`src/rtl/pmio_cfg.svh`:
```
// Register offsets, reset values and product-term counts of the macrocell I/O port block
`ifndef PMIO_CFG_SVH
`define PMIO_CFG_SVH

// Per-port registers: base plus port index (0=A, 1=B, 2=C, 3=D); control exists only for A and B
`define PMIO_OFF_DIN_BASE 8'h00
`define PMIO_OFF_CTRL_BASE 8'h04
`define PMIO_OFF_DOUT_BASE 8'h08
`define PMIO_OFF_DIR_BASE 8'h0C
// Output cell groups, write masks and input cell read buffers
`define PMIO_OFF_OC_A 8'h10
`define PMIO_OFF_OC_B 8'h11
`define PMIO_OFF_MASK_A 8'h12
`define PMIO_OFF_MASK_B 8'h13
`define PMIO_OFF_IC_A 8'h14
`define PMIO_OFF_IC_B 8'h15
`define PMIO_OFF_IC_C 8'h16

`define PMIO_MASK_RST 8'h00
`define PMIO_PORT_RST 8'h00

// Product-term capacity per output cell
`define PMIO_PT_NATIVE_A 3
`define PMIO_PT_BORROW_A 6
`define PMIO_PT_NATIVE_B 4
`define PMIO_PT_BORROW_B_LO 5
`define PMIO_PT_BORROW_B_HI 6

`define PMIO_NUM_PINS 27
`define PMIO_NUM_IC 20

`endif

```
`src/rtl/pmio_pkg.sv`:
```
// Types shared by the macrocell I/O port block
package pmio_pkg;
    typedef enum logic [1:0] {
        PMIO_IC_PASS = 2'b00,
        PMIO_IC_LATCH = 2'b01,
        PMIO_IC_REG = 2'b10
    } pmio_ic_mode_type;
endpackage

```
`src/rtl/pmio_output_cell.sv`:
```
// One output cell: product-term sum, polarity, flip-flop with MCU load override
`timescale 1ns/1ps
module pmio_output_cell
    import pmio_pkg::*;
#(
    parameter int TERMS = 3
) (
    // Clock and reset
    input wire logic clk,
    input wire logic reset_n,
    // MCU load
    input wire logic load,
    input wire logic load_data,
    // Logic array side
    input wire logic [TERMS-1:0] terms,
    input wire logic expand,
    input wire logic invert,
    input wire logic comb,
    input wire logic pt_clk,
    input wire logic preset,
    input wire logic clear,
    // Dedicated clock select
    input wire logic use_macrocell_clock_in,
    input wire logic macrocell_clock_in_rise,
    // Cell output
    output logic q_out
);
    logic q_r;
    logic expand_r;
    logic pt_clk_r;
    logic sum;
    logic clk_en;

    // Expansion terms from another cell pass a register stage, so they cost latency
    always_ff @(posedge clk) begin
        if (!reset_n) begin
            expand_r <= 1'b0;
            pt_clk_r <= 1'b0;
        end else begin
            expand_r <= expand;
            pt_clk_r <= pt_clk;
        end
    end

    assign sum = (|terms | expand_r) ^ invert;
    assign clk_en = use_macrocell_clock_in ? macrocell_clock_in_rise : (pt_clk & !pt_clk_r);

    always_ff @(posedge clk) begin
        if (!reset_n) begin
            q_r <= 1'b0;
        end else if (load) begin
            q_r <= load_data;
        end else if (clear) begin
            q_r <= 1'b0;
        end else if (preset) begin
            q_r <= 1'b1;
        end else if (clk_en) begin
            q_r <= sum;
        end
    end

    assign q_out = comb ? sum : q_r;
endmodule

```
`src/rtl/pmio_input_cell.sv`:
```
// Four input cells sharing one latch enable or register clock
`timescale 1ns/1ps
module pmio_input_cell
    import pmio_pkg::*;
#(
    parameter int WIDTH = 4
) (
    // Clock and reset
    input wire logic clk,
    input wire logic reset_n,
    // Shared gate
    input wire logic gate,
    // Per-cell mode and pins
    input wire logic [2*WIDTH-1:0] mode,
    input wire logic [WIDTH-1:0] pin,
    // Cell outputs
    output logic [WIDTH-1:0] q
);
    logic gate_r;

    always_ff @(posedge clk) begin
        if (!reset_n) begin
            gate_r <= 1'b0;
        end else begin
            gate_r <= gate;
        end
    end

    for (genvar i = 0; i < WIDTH; i++) begin : g_cell
        pmio_ic_mode_type m;
        assign m = pmio_ic_mode_type'(mode[2*i+:2]);
        always_ff @(posedge clk) begin
            if (!reset_n) begin
                q[i] <= 1'b0;
            end else begin
                unique case (m)
                    PMIO_IC_LATCH: if (gate) q[i] <= pin[i];
                    PMIO_IC_REG: if (gate && !gate_r) q[i] <= pin[i];
                    default: q[i] <= pin[i];
                endcase
            end
        end
    end
endmodule

```
`src/rtl/pmio_top.sv`:
```
// Macrocell I/O ports: output and input cells, four ports, MCU register access
// How it works
// - The MCU loads each of the 16 output cells, overriding preset, clear and clock.
// - Loads happen on write-strobe release or throughout the strobe, as configured.
// - Each output group has an 8-bit write mask, reset to zero; ones block loads.
// - Pin driver enable is the enable product term ORed with the direction bit.
// - With no enable term and no logic output, the direction bit alone drives enable.
// - A logic output without enable equation drives its pin from power-up.
// - An output cell kept internal frees its pin but still feeds the array.
// - Twenty input cells, each a latch, an edge register or a pass-through.
// - Input gate is address strobe or a product term; one term per four bits.
// - Input cells feed the logic input bus and a dedicated MCU read buffer.
// - Three 8-bit ports and one 3-bit port, each pin set up individually.
// - Pin mux picks data-out, latched address, cell output or chip select.
// - Each MCU read puts at most one source onto the data bus.
// - In MCU I/O mode pins drive data-out and read back through data-in.
// - Ports without control bits stay MCU I/O unless logic is assigned.
// - In logic I/O the pin floats when enable term and direction are both off.
// - Programmed modes are fixed; register modes take effect the cycle after the write.
// - Group a: 3+6 terms; group b cells 0-3: 4+5; cells 4-7: 4+6.
// - Terms are private to a cell; expansion via other cells adds delay.
// - Dedicated clock captures on rising edge; preset and clear active high.
// - Direction 1 means output, 0 input; input after reset.
`timescale 1ns/1ps
`include "pmio_cfg.svh"
module pmio_top
    import pmio_pkg::*;
(
    // Clock and reset
    input wire logic CLK,
    input wire logic RESET_N,
    // MCU register access in the io register space
    input wire logic BUS_SEL,
    input wire logic [7:0] BUS_ADDR,
    input wire logic BUS_WR,
    input wire logic BUS_RD,
    input wire logic [7:0] BUS_WDATA,
    output logic [7:0] BUS_RDATA,
    // MCU address strobe and latched address
    input wire logic ALE,
    input wire logic [7:0] LATCH_ADDR,
    // Output cell product terms, group a then b
    input wire logic [71:0] OC_TERMS_A,
    input wire logic [35:0] OC_TERMS_B_LO,
    input wire logic [39:0] OC_TERMS_B_HI,
    input wire logic [15:0] OC_EXPAND,
    input wire logic [15:0] OC_PT_CLK,
    input wire logic [15:0] OC_PRESET,
    input wire logic [15:0] OC_CLEAR,
    input wire logic MACROCELL_CLOCK_IN,
    // Output cell static configuration
    input wire logic [1:0] CFG_OC_LEVEL_LOAD,
    input wire logic [15:0] CFG_OC_INVERT,
    input wire logic [15:0] CFG_OC_COMB,
    input wire logic [15:0] CFG_OC_USE_MACROCELL_CLOCK_IN,
    input wire logic [15:0] CFG_OC_NODE,
    input wire logic [7:0] CFG_PB_FROM_GROUP_B,
    // Input cell configuration and gate terms
    input wire logic [39:0] CFG_IC_MODE,
    input wire logic [4:0] CFG_IC_GATE_PT,
    input wire logic [4:0] IC_GATE_TERM,
    // Pin configuration: A in 7:0, B 15:8, C 23:16, D 26:24
    input wire logic [26:0] CFG_PLD_OUT,
    input wire logic [26:0] OE_PT_DEF,
    input wire logic [26:0] OE_PT,
    input wire logic [1:0] EXTERNAL_CHIP_SELECTS,
    // Pins
    input wire logic [26:0] PIN_IN,
    output logic [26:0] PIN_OUT,
    output logic [26:0] PIN_OE,
    // Logic array feedback
    output logic [15:0] OC_FEEDBACK,
    output logic [19:0] IC_BUS
);
    logic [7:0] dout_r [0:3];
    logic [7:0] dir_r [0:3];
    logic [7:0] ctrl_r [0:1];
    logic [7:0] mask_a_r;
    logic [7:0] mask_b_r;
    logic [7:0] rdata_nxt;
    logic wr_r;
    logic [7:0] addr_r;
    logic [7:0] wdata_r;
    logic macrocell_clock_in_r;
    logic [15:0] oc_val;
    logic [15:0] oc_load;
    logic [7:0] load_data;
    logic [19:0] ic_q;
    logic [26:0] mc_val;
    logic [26:0] mc_node;
    logic wr_now;
    logic wr_end;

    assign wr_now = BUS_SEL && BUS_WR;

    // Remember the access so edge loading can act after the strobe is gone
    always_ff @(posedge CLK) begin
        if (!RESET_N) begin
            wr_r <= 1'b0;
            addr_r <= 8'h00;
            wdata_r <= 8'h00;
            macrocell_clock_in_r <= 1'b0;
        end else begin
            wr_r <= wr_now;
            addr_r <= BUS_ADDR;
            wdata_r <= BUS_WDATA;
            macrocell_clock_in_r <= MACROCELL_CLOCK_IN;
        end
    end

    assign wr_end = wr_r && !wr_now;

    // Port registers take effect the cycle after the write
    always_ff @(posedge CLK) begin
        if (!RESET_N) begin
            for (int p = 0; p < 4; p++) begin
                dout_r[p] <= `PMIO_PORT_RST;
                dir_r[p] <= `PMIO_PORT_RST;
            end
            ctrl_r[0] <= `PMIO_PORT_RST;
            ctrl_r[1] <= `PMIO_PORT_RST;
        end else if (wr_now) begin
            if (BUS_ADDR[7:2] == `PMIO_OFF_DOUT_BASE >> 2) begin
                dout_r[BUS_ADDR[1:0]] <= BUS_WDATA;
            end
            if (BUS_ADDR[7:2] == `PMIO_OFF_DIR_BASE >> 2) begin
                dir_r[BUS_ADDR[1:0]] <= BUS_WDATA;
            end
            if (BUS_ADDR[7:1] == `PMIO_OFF_CTRL_BASE >> 1) begin
                ctrl_r[BUS_ADDR[0]] <= BUS_WDATA;
            end
        end
    end

    always_ff @(posedge CLK) begin
        if (!RESET_N) begin
            mask_a_r <= `PMIO_MASK_RST;
            mask_b_r <= `PMIO_MASK_RST;
        end else if (wr_now) begin
            if (BUS_ADDR == `PMIO_OFF_MASK_A) mask_a_r <= BUS_WDATA;
            if (BUS_ADDR == `PMIO_OFF_MASK_B) mask_b_r <= BUS_WDATA;
        end
    end

    // Level loading follows the live strobe; edge loading uses the held access
    always_comb begin
        load_data = CFG_OC_LEVEL_LOAD[0] ? BUS_WDATA : wdata_r;
        oc_load[7:0] = 8'h00;
        oc_load[15:8] = 8'h00;
        if (CFG_OC_LEVEL_LOAD[0] ? (wr_now && BUS_ADDR == `PMIO_OFF_OC_A)
                                 : (wr_end && addr_r == `PMIO_OFF_OC_A)) begin
            oc_load[7:0] = ~mask_a_r;
        end
        if (CFG_OC_LEVEL_LOAD[1] ? (wr_now && BUS_ADDR == `PMIO_OFF_OC_B)
                                 : (wr_end && addr_r == `PMIO_OFF_OC_B)) begin
            oc_load[15:8] = ~mask_b_r;
        end
    end

    // Group b has its own load mode bit, so it needs its own bus data selector
    logic [7:0] load_data_b;
    assign load_data_b = CFG_OC_LEVEL_LOAD[1] ? BUS_WDATA : wdata_r;

    for (genvar c = 0; c < 16; c++) begin : g_oc
        localparam int TERMS = (c < 8) ? `PMIO_PT_NATIVE_A + `PMIO_PT_BORROW_A
                             : (c < 12) ? `PMIO_PT_NATIVE_B + `PMIO_PT_BORROW_B_LO
                             : `PMIO_PT_NATIVE_B + `PMIO_PT_BORROW_B_HI;
        logic [TERMS-1:0] terms;
        if (c < 8) begin : g_a
            assign terms = OC_TERMS_A[c*TERMS+:TERMS];
        end else if (c < 12) begin : g_blo
            assign terms = OC_TERMS_B_LO[(c-8)*TERMS+:TERMS];
        end else begin : g_bhi
            assign terms = OC_TERMS_B_HI[(c-12)*TERMS+:TERMS];
        end
        pmio_output_cell #(.TERMS(TERMS)) u_cell (
            .clk(CLK),
            .reset_n(RESET_N),
            .load(oc_load[c]),
            .load_data((c < 8) ? load_data[c%8] : load_data_b[c%8]),
            .terms(terms),
            .expand(OC_EXPAND[c]),
            .invert(CFG_OC_INVERT[c]),
            .comb(CFG_OC_COMB[c]),
            .pt_clk(OC_PT_CLK[c]),
            .preset(OC_PRESET[c]),
            .clear(OC_CLEAR[c]),
            .use_macrocell_clock_in(CFG_OC_USE_MACROCELL_CLOCK_IN[c]),
            .macrocell_clock_in_rise(MACROCELL_CLOCK_IN && !macrocell_clock_in_r),
            .q_out(oc_val[c])
        );
    end

    // Internal nodes keep feeding the array even when not routed to a pin
    always_ff @(posedge CLK) begin
        if (!RESET_N) begin
            OC_FEEDBACK <= 16'h0000;
            IC_BUS <= 20'h00000;
        end else begin
            OC_FEEDBACK <= oc_val;
            IC_BUS <= ic_q;
        end
    end

    // Nibble n covers pins 4n..4n+3 of ports A, B and C[3:0]
    for (genvar n = 0; n < 5; n++) begin : g_ic
        pmio_input_cell #(.WIDTH(4)) u_ic (
            .clk(CLK),
            .reset_n(RESET_N),
            .gate(CFG_IC_GATE_PT[n] ? IC_GATE_TERM[n] : ALE),
            .mode(CFG_IC_MODE[8*n+:8]),
            .pin(PIN_IN[4*n+:4]),
            .q(ic_q[4*n+:4])
        );
    end

    // Macrocell source for each pin
    for (genvar p = 0; p < 27; p++) begin : g_src
        localparam int BIT = p % 8;
        if (p < 8) begin : g_pa
            assign mc_val[p] = oc_val[BIT];
            assign mc_node[p] = CFG_OC_NODE[BIT];
        end else if (p < 16) begin : g_pb
            assign mc_val[p] = CFG_PB_FROM_GROUP_B[BIT] ? oc_val[8+BIT] : oc_val[BIT];
            assign mc_node[p] = CFG_PB_FROM_GROUP_B[BIT] ? CFG_OC_NODE[8+BIT]
                                                         : CFG_OC_NODE[BIT];
        end else if (p < 24 && (BIT == 2 || BIT == 3 || BIT == 4 || BIT == 7)) begin : g_pc
            assign mc_val[p] = oc_val[8+BIT];
            assign mc_node[p] = CFG_OC_NODE[8+BIT];
        end else if (p >= 25) begin : g_pd
            assign mc_val[p] = EXTERNAL_CHIP_SELECTS[p-25];
            assign mc_node[p] = 1'b0;
        end else begin : g_none
            assign mc_val[p] = 1'b0;
            assign mc_node[p] = 1'b1;
        end
    end

    for (genvar p = 0; p < 27; p++) begin : g_pin
        localparam int PORT = p / 8;
        localparam int BIT = p % 8;
        logic logic_out;
        logic addr_mode;
        assign logic_out = CFG_PLD_OUT[p] && !mc_node[p];
        if (PORT < 2) begin : g_ctrl
            assign addr_mode = ctrl_r[PORT][BIT];
        end else begin : g_noctrl
            assign addr_mode = 1'b0;
        end
        always_ff @(posedge CLK) begin
            if (!RESET_N) begin
                PIN_OUT[p] <= 1'b0;
                PIN_OE[p] <= 1'b0;
            end else begin
                PIN_OUT[p] <= logic_out ? mc_val[p]
                            : addr_mode ? LATCH_ADDR[BIT]
                            : dout_r[PORT][BIT];
                PIN_OE[p] <= (OE_PT_DEF[p] && OE_PT[p]) || dir_r[PORT][BIT]
                           || (logic_out && !OE_PT_DEF[p]);
            end
        end
    end

    // One source per read; unmapped addresses read zero
    always_comb begin
        rdata_nxt = 8'h00;
        if (BUS_ADDR[7:2] == `PMIO_OFF_DIN_BASE >> 2) begin
            unique case (BUS_ADDR[1:0])
                2'h0: rdata_nxt = PIN_IN[7:0];
                2'h1: rdata_nxt = PIN_IN[15:8];
                2'h2: rdata_nxt = PIN_IN[23:16];
                default: rdata_nxt = {5'h00, PIN_IN[26:24]};
            endcase
        end else if (BUS_ADDR[7:2] == `PMIO_OFF_DOUT_BASE >> 2) begin
            rdata_nxt = dout_r[BUS_ADDR[1:0]] & ((BUS_ADDR[1:0] == 2'h3) ? 8'h07 : 8'hFF);
        end else if (BUS_ADDR[7:2] == `PMIO_OFF_DIR_BASE >> 2) begin
            rdata_nxt = dir_r[BUS_ADDR[1:0]] & ((BUS_ADDR[1:0] == 2'h3) ? 8'h07 : 8'hFF);
        end else if (BUS_ADDR[7:1] == `PMIO_OFF_CTRL_BASE >> 1) begin
            rdata_nxt = ctrl_r[BUS_ADDR[0]];
        end else begin
            unique case (BUS_ADDR)
                `PMIO_OFF_OC_A: rdata_nxt = oc_val[7:0];
                `PMIO_OFF_OC_B: rdata_nxt = oc_val[15:8];
                `PMIO_OFF_MASK_A: rdata_nxt = mask_a_r;
                `PMIO_OFF_MASK_B: rdata_nxt = mask_b_r;
                `PMIO_OFF_IC_A: rdata_nxt = ic_q[7:0];
                `PMIO_OFF_IC_B: rdata_nxt = ic_q[15:8];
                `PMIO_OFF_IC_C: rdata_nxt = {4'h0, ic_q[19:16]};
                default: rdata_nxt = 8'h00;
            endcase
        end
    end

    always_ff @(posedge CLK) begin
        if (!RESET_N) begin
            BUS_RDATA <= 8'h00;
        end else begin
            BUS_RDATA <= (BUS_SEL && BUS_RD) ? rdata_nxt : 8'h00;
        end
    end
endmodule

```
`config.mk`:
```
export PLATFORM = sky130hd
export DESIGN_NAME = pmio_top
export DESIGN_NICKNAME = d
export VERILOG_FILES = /design/src/rtl/pmio_pkg.sv /design/src/rtl/pmio_output_cell.sv /design/src/rtl/pmio_input_cell.sv /design/src/rtl/pmio_top.sv
export VERILOG_INCLUDE_DIRS = /design/src /design/src/rtl
export SDC_FILE = /design/constraint.sdc
export NUM_CORES = 1
export LEC_CHECK = 0
export ABC_AREA = 1
export BUFFER_PORTS_ARGS = -buffer_cell sky130_fd_sc_hd__buf_4
export CORE_AREA = 2 2 225 227
export CTS_BUF_LIST = sky130_fd_sc_hd__clkbuf_8 sky130_fd_sc_hd__clkbuf_16
export CTS_CLUSTER_SIZE = 25
export DETAILED_ROUTE_END_ITERATION = 6
export DIE_AREA = 0 0 227 229
export SLEW_MARGIN = 20
export SYNTH_ARGS = -nofsm -noshare
export SYNTH_HDL_FRONTEND = slang
export SYNTH_SLANG_ARGS = --single-unit
export TNS_END_PERCENT = 10
```
`constraint.sdc`:
```
create_clock -name CLK -period 2.4 [get_ports CLK]
set_input_delay 0.12 -clock CLK [delete_from_list [all_inputs] [get_ports CLK]]
set_output_delay 0.12 -clock CLK [all_outputs]
set_load 0.05 [all_outputs]
```
# After elaboration in Yosys (flattened, before gate mapping)
# Memory sizes are Yosys's and may differ from the RTL's.
# Cells that the tools add are included.
[classes]
addsub = 0
mul = 0
div_mod_pow = 0
magnitude_cmp = 0
n_eq_ne = 95
shifts = 0
mux = 250
bitwise = 52
n_reduce_logical = 256
[op_table]
columns = ["cell", "count"]
rows = [
  ["$mux W1", 214],
  ["$reduce_or A9 Y1", 12],
  ["$mux W8", 12],
  ["$logic_and A1 B1 Y1", 82],
  ["$ne A2 B1 Y1 const B", 40],
  ["$eq A8 B5 Y1 const B", 9],
  ["$logic_not A1 Y1", 65],
  ["$reduce_bool A4 Y1", 16],
  ["$pmux W8 S7", 1],
  ["$logic_or A1 B1 Y1", 49],
  ["$reduce_and A2 Y1", 23],
  ["$eq A2 B2 Y1 const B", 22],
  ["$eq A2 B1 Y1 const B", 21],
  ["$pmux W1 S2", 20],
  ["$reduce_or A10 Y1", 4],
  ["$pmux W8 S3", 1],
  ["$reduce_or A8 Y1", 3],
  ["$and A1 B1 Y1", 16],
  ["$and A8 B8 Y8", 2],
  ["$not A8 Y8", 2],
  ["$or A1 B1 Y1", 16],
  ["$xor A1 B1 Y1", 16],
  ["$eq A6 B2 Y1 const B", 2],
  ["$eq A7 B2 Y1 const B", 1],
  ["other kinds (3)", 4],
]
[word_totals]
reg_bits = 205
latchBits = 0
mem_bits_rw = 80
romBits = 0
inputBits = 477
output_inout_bits = 98
elab_cells = 792
mem_count = 3
[memory_table]
columns = ["memory", "words", "width", "rd", "rd_clocked_by_memory_dff", "write_ports", "line", "text"]
rows = [
  ["dir_r", 4, 8, 5, 0, 4, "pmio_top.sv:76", "logic [7:0] dir_r [0:3];"],
  ["dout_r", 4, 8, 5, 0, 4, "pmio_top.sv:75", "logic [7:0] dout_r [0:3];"],
  ["ctrl_r", 2, 8, 3, 0, 2, "pmio_top.sv:77", "logic [7:0] ctrl_r [0:1];"],
]

# Longest topological paths before layout
# Gate-level depths: netlist of run 1.
[logic_depth]
word_depth = 9
depth_mapped = 14
mapped_depth_nobuf = 13

# By module
# Synthesis of run 1 repeated with hierarchy kept, for this count alone.
[hier_totals]
hier_cells = 1931
hier_area_um2 = 14117.3
[by_module_without_submodules]
columns = ["mod", "n_inst", "cells_per_inst", "area_each_um2", "seq_area_each_um2"]
rows = [
  ["pmio_top", 1, 1169, 9306.4, 4744.6],
  ["pmio_output_cell (g_oc[0].u_cell ...)", 12, 33, 214.0, 60.1],
  ["pmio_input_cell", 5, 46, 271.5, 100.1],
  ["pmio_output_cell (g_oc[12].u_cell ...)", 4, 34, 221.5, 60.1],
]

# Worst setup path before layout of run 1
# OpenSTA, ideal clock, no wires.
[synth_timing]
path_type = "input-to-reg"
startpoint = "in BUS_ADDR[6]"
endpoint = "mem dout_r[0][0], enable pin"
setup_time_ps = 384
t_arrival_ps = 1678
t_required_ps = 2016
slack_ps = 338
stages = 10
n_path_buf = 1
cell_sequence = "inv_1 > nand2_1 > nor2_1 > inv_1 > nor2_2 > inv_2 > nor3_4 > nand2_1 > buf_2 > o21ai_0"
[synth_rtl]
columns = ["element", "line", "text"]
rows = [
  ["start: declaration", "pmio_top.sv:34", "input wire logic [7:0] BUS_ADDR,"],
  ["end: declaration", "pmio_top.sv:75", ""],
]

# Worst setup path in the final report of run 1
[layout_timing]
startpoint = "in CFG_IC_GATE_PT[0]"
endpoint = "reg g_ic[0].u_ic.q[3]"
[layout_between]
elab_chain_cells = 4
word_cells_on_any_way = 5
classes_between = "eq/ne (2); mux (1); reduce/logical (2)"
[layout_lines]
columns = ["element", "line", "text"]
rows = [
  ["start: declaration", "pmio_top.sv:60", "input wire logic [4:0] CFG_IC_GATE_PT,"],
  ["$mux W1 *", "pmio_top.sv:210", ".gate(CFG_IC_GATE_PT[n] ? IC_GATE_TERM[n] : ALE),"],
  ["$logic_and A1 B1 Y1", "pmio_input_cell.sv:38", "PMIO_IC_REG: if (gate && !gate_r) q[i] <= pin[i];"],
  ["$ne A2 B1 Y1 (no line)", "--", ""],
  ["$reduce_and A2 Y1 (no line) *", "--", ""],
  ["end signal: indexed assignment", "pmio_input_cell.sv:37", "PMIO_IC_LATCH: if (gate) q[i] <= pin[i];"],
  ["end signal: indexed assignment", "pmio_input_cell.sv:38", ""],
  ["end signal: indexed assignment", "pmio_input_cell.sv:39", "default: q[i] <= pin[i];"],
  ["end: declaration", "pmio_input_cell.sv:17", "output logic [WIDTH-1:0] q"],
]
# Every way passes the cells marked *; elsewhere a longest branch is shown, timed or not.
# A chain may end at the register's enable or synchronous reset.

==> results of run 1 <==
[sequential cells by signal (all words and copies together) (netlist names), 5 cells and up]
register,count
dout_r,27
OC_FEEDBACK,16
IC_BUS,20
PIN_OE,27
g_oc.u_cell.pt_clk_r,16
addr_r,8
g_ic.u_ic.q,20
g_oc.u_cell.q_r,16
PIN_OUT,27
g_oc.u_cell.expand_r,16
ctrl_r,16
BUS_RDATA,8
wdata_r,8
mask_a_r,8
dir_r,27
g_ic.u_ic.gate_r,5
mask_b_r,8
[routing by layer]
metal  global-route usage, %  vias up  part of all wire [%]
li1                        -     7666                     -
met5                       0        -                 0.048
met1                    27.1     7302                    40
met4                    8.19        4                   3.5
met3                    4.80      120                   6.7
met2                    43.2      622                    50
[stage by stage]
stage | std cells | power [µW] | setup WS, ns | cell area, µm² | util (%)
2_1_floorplan | 1887 | 6260 | 0.338 | 13500 | -
3_3_place_gp | 3117 | 7460 | 0.299 | 18700 | 37.6
3_5_place_dp | 3117 | 7480 | 0.268 | 18700 | 37.6
4_1_cts | 3426 | 13600 | 0.0537 | 22400 | 45.0
5_1_grt | 3428 | 14000 | 0.00474 | 22400 | 45.1
6_report | 3428 | 13500 | 0.111 | 22400 | 45.1
[critical path: stages]
cell,delay [ns]
dlygate4sd3_1,0.55
buf_4,0.14
o21ai_0,0.15
inv_1,0.11
or2_4,0.26
nand2_1,0.08
nand3_1,0.06
dlygate4sd3_1,0.58
a21oi_2,0.15
dlygate4sd3_1,0.58
[placed cells by master (no fill, tap or decap), types with 3 or more instances in the layout]
cell type	n
nand3b_1	17
or2_2	28
nand3_1	131
inv_1	333
clkinv_2	8
a211o_1	5
bufinv_16	6
a21oi_2	5
a21oi_1	109
dlygate4sd3_1	245
o21bai_1	8
nor2_2	3
clkbuf_16	37
edfxtp_1	70
a22oi_1	8
buf_4	605
nor2_4	7
mux2i_1	10
o21ai_0	98
o211a_1	3
o211ai_1	28
a21boi_0	3
and2_1	6
and2_0	3
o31ai_1	6
inv_2	11
nor3_1	9
nand2_2	4
o21ai_1	10
nor2_1	245
clkbuf_8	3
nand4_1	21
o22ai_1	4
dfxtp_1	205
nand2_1	433
o221ai_1	3
[synthesized netlist by cell type (all sizes together), types with 10 or more instances]
master and instances:
clkbuf 33, buf 14, edfxtp 70, dfxtp 205
inv 339, nand3 133, nand2 439, nand4 21
or2 30, nor2 256, mux2i 10, o21ai 109
o211ai 28, nand3b 17, nor3 11, a21oi 114
[path summary, 6_finish.rpt]
check / startpoint / endpoint / cells after the start
worst max register to register: g_ic[2].u_ic.gate_r / g_ic[2].u_ic.q[2] / 7
worst min register to register: g_ic[1].u_ic.q[2] / IC_BUS[6] / 2
worst min-delay path: CFG_IC_GATE_PT[2] / g_ic[2].u_ic.gate_r / 4
worst max-delay path: CFG_IC_GATE_PT[0] / g_ic[0].u_ic.q[3] / 10
[what timing repair did]
item | CTS | global route
hold endpoints to repair | 158 | 0
hold buffers | 245 | 0
gates resized for setup | 0 | 11
setup endpoints to repair | 0 | 13
[kinds of logic after synthesis]
group / Yosys count / synth area share [%]
AO/OA/AOI/OAI: 297 / 12.8
buffers and inverters: 387 / 11.0
flip-flops: 275 / 46.0
multiplexers: 11 / 0.825
AND/OR/NAND/NOR: 917 / 29.4
[area by class of cell]
cell class | instances | area (µm²) | share of cell area, %
Clock buffer | 40 | 967 | 4.32
Tap cell | 672 | 841 | 3.76
Timing Repair Buffer | 850 | 6990 | 31.2
Multi-Input combinational cell | 1225 | 5820 | 26.0
Sequential cell | 275 | 6210 | 27.7
Inverter | 340 | 1280 | 5.72
Clock inverter | 24 | 277 | 1.24
Antenna cell | 2 | 5.00 | 0.0224
[where the power goes]
group / leakage, µW / switching [µW] / internal [µW]
Clock: 0.000635 / 2170 / 3540
Sequential: 0.00236 / 147 / 5010
Combinational: 0.00806 / 1380 / 1240
==> results.sh, run 1 <==
export IMPL_die_h_um=229
export IMPL_chipWidth_um=227
export IMPL_grt_max_degree=44
export IMPL_rrSetupSlack_ns=0.16
export IMPL_period_share_pct=95.4
export IMPL_portBuffers=569
export IMPL_netlist_area_um2=13500
export IMPL_holdWs_ns=-0.0102
export IMPL_hold_path_class="in -> reg"
export IMPL_cts_buffers=36
export IMPL_cts_path_max_buffers=3
export IMPL_post_cts_buffers=0
export IMPL_grt_pass1_vias=15969
export IMPL_initial_core_util_pct=27.2
export IMPL_leakage_uw=0.0111
export IMPL_cp_required_ns=2.88
export IMPL_final_fill_count=4939
export IMPL_vias=15714
export IMPL_synthArstFlopShare_pct=0
export IMPL_synth_seq_area_share_pct=46.0
export IMPL_ys_seq_elements=275
export IMPL_synth_nets=2364
export IMPL_via_per_inst=4.58
export IMPL_maxCapViolCount=0
export IMPL_cp_max_fo=6
export IMPL_clock_root_buffer="clkbuf_16"
export IMPL_status="finished with violations"
export IMPL_dr_pass1_iters=7
export IMPL_gp_congestion=0.928
export IMPL_synth_top_area_share_pct=30.4
export IMPL_avgSynthCellArea_um2=7.16
export IMPL_maxSlewViolCount=0
export IMPL_drive_above_1_share_pct=26.7
export IMPL_cp_start_kind="input port"
export IMPL_worst_ep_arrival_time_ns=2.77
export IMPL_end_kind="flop"
export IMPL_peakVddDrop_mv=0.434
export IMPL_drt_iter0_drc=938
export IMPL_min_period_ns=2.29
export IMPL_fin_tns_setup_ns=0
export IMPL_ioPinCount=575
export IMPL_synth_area_leader_cell="dfxtp_1"
export IMPL_grt_usage_pct=23.6
export IMPL_synth_flop_cell="dfxtp_1"
export IMPL_cts_sinks=275
export IMPL_timing_hold_violations_final=1
export IMPL_worst_slew_pin_slew_ns=0.592
export IMPL_remaining_drc_errors=0
export IMPL_htreeDepth=2
export IMPL_clkTransAtPathRegs_ns=0.06
export IMPL_cts_tree="built"
export IMPL_dp_hpwl_um=48800
export IMPL_synth_cell_type_count=49
export IMPL_yosysWarnings=0
export IMPL_yosys_top_cells_area="dfxtp_1 30%, edfxtp_1 16%, nand2_1 12%"
export IMPL_grt_overflow=0
export IMPL_max_slew_margin_pct=60.2
export IMPL_power_density_nw_per_um2=602
export IMPL_syn_inst=1887
export IMPL_grt_pass1_wl_um=92100
export IMPL_area_delta_synth_final_pct=65.8
export IMPL_failed_checks="negative hold slack"
export IMPL_synth_edf_count=70
export IMPL_fp_coreArea_um2=49700
export IMPL_final_setup_skew_ns=0.0128
export IMPL_setup_viol=0
export IMPL_wirelength_um=63000
export IMPL_row_count=82
export IMPL_nets=3205
export IMPL_grt_antenna_before_repair=4
export IMPL_dieArea_um2=52000
export IMPL_crit_type="in -> reg"
export IMPL_insertion_delay_ns=0.55
export IMPL_fmax_ghz=0.437
export IMPL_grt_setup_unrepaired="no"
export IMPL_ant_nets=0
export IMPL_wire_per_inst_um=18.4
(Power assumes the default switching activity.)
==> run 2, diff against run 1 <==
--- a/config.mk
+++ b/config.mk
@@ -13,6 +13,7 @@
 export CTS_CLUSTER_SIZE = 25
 export DETAILED_ROUTE_END_ITERATION = 6
 export DIE_AREA = 0 0 227 229
+export GPL_TIMING_DRIVEN = 0
 export SLEW_MARGIN = 20
 export SYNTH_ARGS = -nofsm -noshare
 export SYNTH_HDL_FRONTEND = slang
==> run 2 against run 1 <==
Compared with the run above: the flow finishes with violations (negative hold slack, negative setup slack); sequential share of layout area is 0.19 points higher; worst hold slack worse by 0.027 ns; cell area is 0.67% lower; clock skew is 0.0032 ns higher; core utilization is 0.30 points lower; critical path depth is 3 higher; largest cell class unchanged.
==> results.sh, run 2 (same netlist as run 1, synthesis figures left out) <==
export IMPL_stdcell_count=3432
export IMPL_failed_checks="negative hold slack, negative setup slack"
export IMPL_clkTransAtPathRegs_ns=0.06
export IMPL_dp_cells=3130
export IMPL_grt_overflow=0
export IMPL_end_kind="flop"
export IMPL_min_period_ns=2.44
export IMPL_drive_above_1_share_pct=26.1
export IMPL_nets=3207
export IMPL_cp_required_ns=2.83
export IMPL_row_count=82
export IMPL_maxCapViolCount=0
export IMPL_final_setup_skew_ns=0.0160
export IMPL_cts_tree="built"
export IMPL_fin_total_pwr_uw=13400
export IMPL_portBuffers=567
export IMPL_status="finished with violations"
export IMPL_maxSlewViolCount=0
export IMPL_hold_path_class="in -> reg"
export IMPL_wirelength_um=67200
export IMPL_cts_buffers=35
export IMPL_max_slew_margin_pct=25.9
export IMPL_cts_sinks=275
export IMPL_die_h_um=229
export IMPL_power_density_nw_per_um2=603
export IMPL_worst_slew_pin_slew_ns=1.11
export IMPL_setup_slack_ns=-0.0394
export IMPL_post_cts_buffers=0
export IMPL_worst_ep_arrival_time_ns=2.87
export IMPL_timing_hold_violations_final=1
export IMPL_dp_hpwl_um=52900
export IMPL_grt_pass1_wl_um=96500
export IMPL_grt_usage_pct=25.4
export IMPL_cts_path_max_buffers=3
export IMPL_remaining_drc_errors=0
export IMPL_fp_coreArea_um2=49700
export IMPL_crit_type="in -> reg"
export IMPL_final_core_util_pct=44.8
export IMPL_gp_congestion=0.911
export IMPL_area_delta_synth_final_pct=64.7
export IMPL_leakage_uw=0.0110
export IMPL_peakVddDrop_mv=0.388
export IMPL_clock_root_buffer="clkbuf_16"
export IMPL_wire_per_inst_um=19.6
export IMPL_grt_max_degree=14
export IMPL_fmax_ghz=0.410
export IMPL_ant_nets=0
export IMPL_layout_commonest_cell="buf_4"
export IMPL_dr_pass1_iters=7
export IMPL_initial_core_util_pct=27.2
export IMPL_grt_pass1_vias=16032
export IMPL_grt_setup_unrepaired="yes"
export IMPL_cp_max_fo=8
export IMPL_period_share_pct=102
export IMPL_holdWs_ns=-0.0370
export IMPL_dieArea_um2=52000
export IMPL_layout_common_cells="573 x buf_4, 432 x nand2_1, 336 x inv_1, 245 x nor2_1, 235 x dlygate4sd3_1"
export IMPL_vias=15788
export IMPL_grt_antenna_before_repair=8
export IMPL_chipWidth_um=227
export IMPL_drt_iter0_drc=1108
export IMPL_htreeDepth=2
export IMPL_insertion_delay_ns=0.55
export IMPL_ioPinCount=575
export IMPL_cp_start_kind="input port"
export IMPL_via_per_inst=4.60
export IMPL_setup_viol=1
==> run 2: cell types whose count changed in the layout (fill, tap and decap cells not counted), moves of 2 or more <==
cell,before,now
clkinv_4,2,0
buf_6,0,2
buf_2,0,9
clkbuf_2,0,6
clkbuf_8,3,6
o21ai_2,1,3
buf_4,605,573
clkinv_2,8,5
inv_1,333,336
inv_6,0,3
clkbuf_1,0,27
dlygate4sd3_1,245,235
==> run 2: path summary, 6_finish.rpt <==
check | start | end | slack [ns] | cells past startpoint
max reg2reg | g_ic[2].u_ic.gate_r | g_ic[2].u_ic.q[3] | 0.12 | 7
min reg2reg | g_ic[1].u_ic.q[0] | IC_BUS[4] | 0.42 | 2
min | CFG_IC_GATE_PT[2] | g_ic[2].u_ic.gate_r | -0.04 | 4
max | BUS_ADDR[1] | BUS_RDATA[7] | -0.04 | 13
==> run 2: final cells by class <==
cell class                 instances  area (µm²)
inverter                         340        1280
fill                            5014       27400
multi-input combinational       1225        5820
sequential                       275        6210
tap                              672         841
clock inverter                    22         240
buffer                            47         218
timing repair buffer             806        6640
clock buffer                      42         983
antenna                            3        7.51
==> run 2: power breakdown <==
part	total (µW)	internal [µW]	switching [µW]
Clock	5620	3460	2160
Sequential	5150	5010	138
Combinational	2650	1220	1430
==> run 2: worst max-delay path: stages <==
cell	delay, ns
dlygate4sd3_1	0.54
buf_2	0.29
inv_1	0.14
nand2_4	0.19
nor2_1	0.15
nand3_1	0.19
o21ai_0	0.12
nor3_1	0.37
nand3_1	0.28
nor2_1	0.20
nand4_1	0.10
nand2_1	0.13
inv_1	0.05
==> run 2: routing by layer <==
layer	GRT usage, %	share of wire (%)
met1	30.4	40
met2	44.0	48
met3	5.85	8.2
met4	9.15	3.6
met5	0	0.058
==> run 2: stage by stage <==
step,setup slack [ns],instance area [µm²],setup TNS [ns]
floorplan,0.338,13500,0
global placement,-0.748,18600,-34.57
detailed placement,-0.374,18600,-6.99
CTS,0.0243,22200,0
global route,-0.0144,22200,-0.0178
finish,-0.0394,22200,-0.0394
==> run 2: timing repair <==
action                     4_1_cts  5_1_grt
hold buffers                   235        0
hold endpoints to repair       159        0
gates resized for setup          1       17
setup endpoints to repair        1       46
pin swaps                        0        0
==> run 3, diff against run 2 <==
==> constraint.sdc (replaced) <==
create_clock -name CLK -period 2.8 [get_ports CLK]
set_input_delay 0.14 -clock CLK [delete_from_list [all_inputs] [get_ports CLK]]
set_output_delay 0.14 -clock CLK [all_outputs]
set_load 0.05 [all_outputs]
==> run 3 against run 2 <==
Compared with the run above: the flow finishes with violations (negative hold slack); die area unchanged; final cell count down 0.50%; clock power decreased by 14%; combinational power is 15% lower; flip-flop and latch count unchanged; total power down 14%; clock skew decreased by 0.0010 ns; register-to-register slack gained 0.05 ns; via count decreased by 0.54%; core utilization fell by 0.39 points; setup slack gained 0.085 ns; critical path type unchanged; highest routed layer unchanged.
==> results.sh, run 3 (same netlist as run 1, synthesis figures left out) <==
export IMPL_maxCapViolCount=0
export IMPL_grt_pass1_wl_um=96100
export IMPL_ioPinCount=575
export IMPL_cts_path_max_buffers=3
export IMPL_final_core_util_pct=44.4
export IMPL_power_density_nw_per_um2=521
export IMPL_grt_overflow=0
export IMPL_grt_pass1_vias=15948
export IMPL_failed_checks="negative hold slack"
export IMPL_cts_sinks=275
export IMPL_layout_commonest_cell="buf_4"
export IMPL_period_share_pct=98.4
export IMPL_max_slew_margin_pct=24.8
export IMPL_initial_core_util_pct=27.2
export IMPL_dieArea_um2=52000
export IMPL_grt_usage_pct=25.3
export IMPL_final_fill_count=5047
export IMPL_cp_max_fo=10
export IMPL_wire_per_inst_um=19.6
export IMPL_wirelength_um=67000
export IMPL_drt_iter0_drc=1091
export IMPL_vias=15703
export IMPL_die_h_um=229
export IMPL_leakage_uw=0.0109
export IMPL_layout_common_cells="574 x buf_4, 434 x nand2_1, 336 x inv_1, 245 x nor2_1, 216 x dlygate4sd3_1"
export IMPL_nets=3189
export IMPL_grt_antenna_before_repair=10
export IMPL_insertion_delay_ns=0.55
export IMPL_grt_setup_unrepaired="yes"
export IMPL_setup_viol=0
export IMPL_cp_required_ns=3.23
export IMPL_remaining_drc_errors=0
export IMPL_dp_hpwl_um=52900
export IMPL_fmax_ghz=0.363
export IMPL_cts_tree="built"
export IMPL_gp_congestion=0.911
export IMPL_maxSlewViolCount=0
export IMPL_fp_coreArea_um2=49700
export IMPL_timing_hold_violations_final=1
export IMPL_status="finished with violations"
export IMPL_holdWs_ns=-0.00531
export IMPL_portBuffers=567
export IMPL_drive_above_1_share_pct=26.1
export IMPL_cp_start_kind="input port"
export IMPL_worst_ep_arrival_time_ns=3.18
export IMPL_dr_pass1_iters=6
export IMPL_chipWidth_um=227
export IMPL_peakVddDrop_mv=0.330
export IMPL_cts_buffers=35
export IMPL_fin_total_pwr_uw=11500
export IMPL_end_kind="flop"
export IMPL_worst_slew_pin_slew_ns=1.13
export IMPL_seqCellArea_um2=6210
export IMPL_crit_type="in -> reg"
export IMPL_clock_root_buffer="clkbuf_16"
export IMPL_min_period_ns=2.75
export IMPL_via_per_inst=4.60
export IMPL_area_delta_synth_final_pct=63.3
export IMPL_clkTransAtPathRegs_ns=0.06
export IMPL_multiInputGateArea_um2=5820
export IMPL_row_count=82
export IMPL_hold_path_class="in -> reg"
export IMPL_final_setup_skew_ns=0.0149
export IMPL_htreeDepth=2
export IMPL_grt_max_degree=14
export IMPL_ant_nets=0
## run 3: cell types whose count changed in the layout (fill, tap and decap cells not counted)
cell	delta
buf_4	+1
clkbuf_1	+4
clkbuf_2	-4
diode_2	+1
dlygate4sd3_1	-19
nand2_1	+2
nand2_2	-2
o21ai_0	+2
o21ai_1	-2
or2_2	+1
or2_4	-1
## run 3: final cells by class
type                    count  share of cell area, %
repair buffers            788                   29.3
flip-flops and latches    275                   28.2
multi-input cells        1225                   26.4
inverters                 340                   5.81
clock buffers              42                   4.46
well taps                 672                   3.81
clock inverters            22                   1.09
plain buffers              47                  0.965
diodes                      4                 0.0454
## run 3: worst paths after layout
path,to,from,slack (ns),cells past startpoint
worst min-delay path,g_ic[4].u_ic.q[3],CFG_IC_MODE[38],-0.005,6
worst max-delay path,g_oc[0].u_cell.q_r,BUS_ADDR[3],0.05,12
worst max register to register,PIN_OUT[10],g_oc[2].u_cell.expand_r,0.17,12
worst min register to register,IC_BUS[4],g_ic[1].u_ic.q[0],0.43,2
## run 3: critical path, cell delays in order
cell and delay [ns]:
dlygate4sd3_1 0.58, buf_4 0.17, inv_1 0.17, nand2_1 0.22, nor3_4 0.59, nand3_2 0.18
o31ai_4 0.17, buf_6 0.21, nand3_1 0.07, nand2_1 0.06, a21oi_1 0.05, dlygate4sd3_1 0.54
## run 3: what timing repair did
| action | 4_1_cts | 5_1_grt |
|---|---|---|
| endpoints found under the hold margin | 154 | 0 |
| setup endpoints to repair | 0 | 26 |
| resized for setup | 0 | 3 |
| buffers inserted | 0 | 1 |
| hold buffers | 217 | 0 |
## run 3: per-stage QoR
stage | worst slack (ns) | setup TNS (ns) | cells | area [µm²]
floorplan | 0.718 | 0 | 1887 | 13500
global placement | -0.368 | -15.22 | 3126 | 18600
detailed placement | 0.00550 | 0 | 3130 | 18600
CTS | 0.000582 | 0 | 3411 | 22000
global route | -0.0969 | -0.494 | 3415 | 22000
finish | 0.0458 | 0 | 3415 | 22000
## run 3: report_power, final
group          switching, µW  leakage (µW)  internal [µW]  total (µW)
sequential               119       0.00236           4290        4410
clock                   1870      0.000634           2970        4830
combinational           1220       0.00790           1020        2240
## run 3: per-layer routing
layer	global-route usage [%]	up-vias	part of all wire (%)
met5	0	-	0.079
met4	10.1	10	4.3
met3	5.71	132	8.0
met2	43.3	653	48
met1	30.5	7263	40
li1	-	7645	-
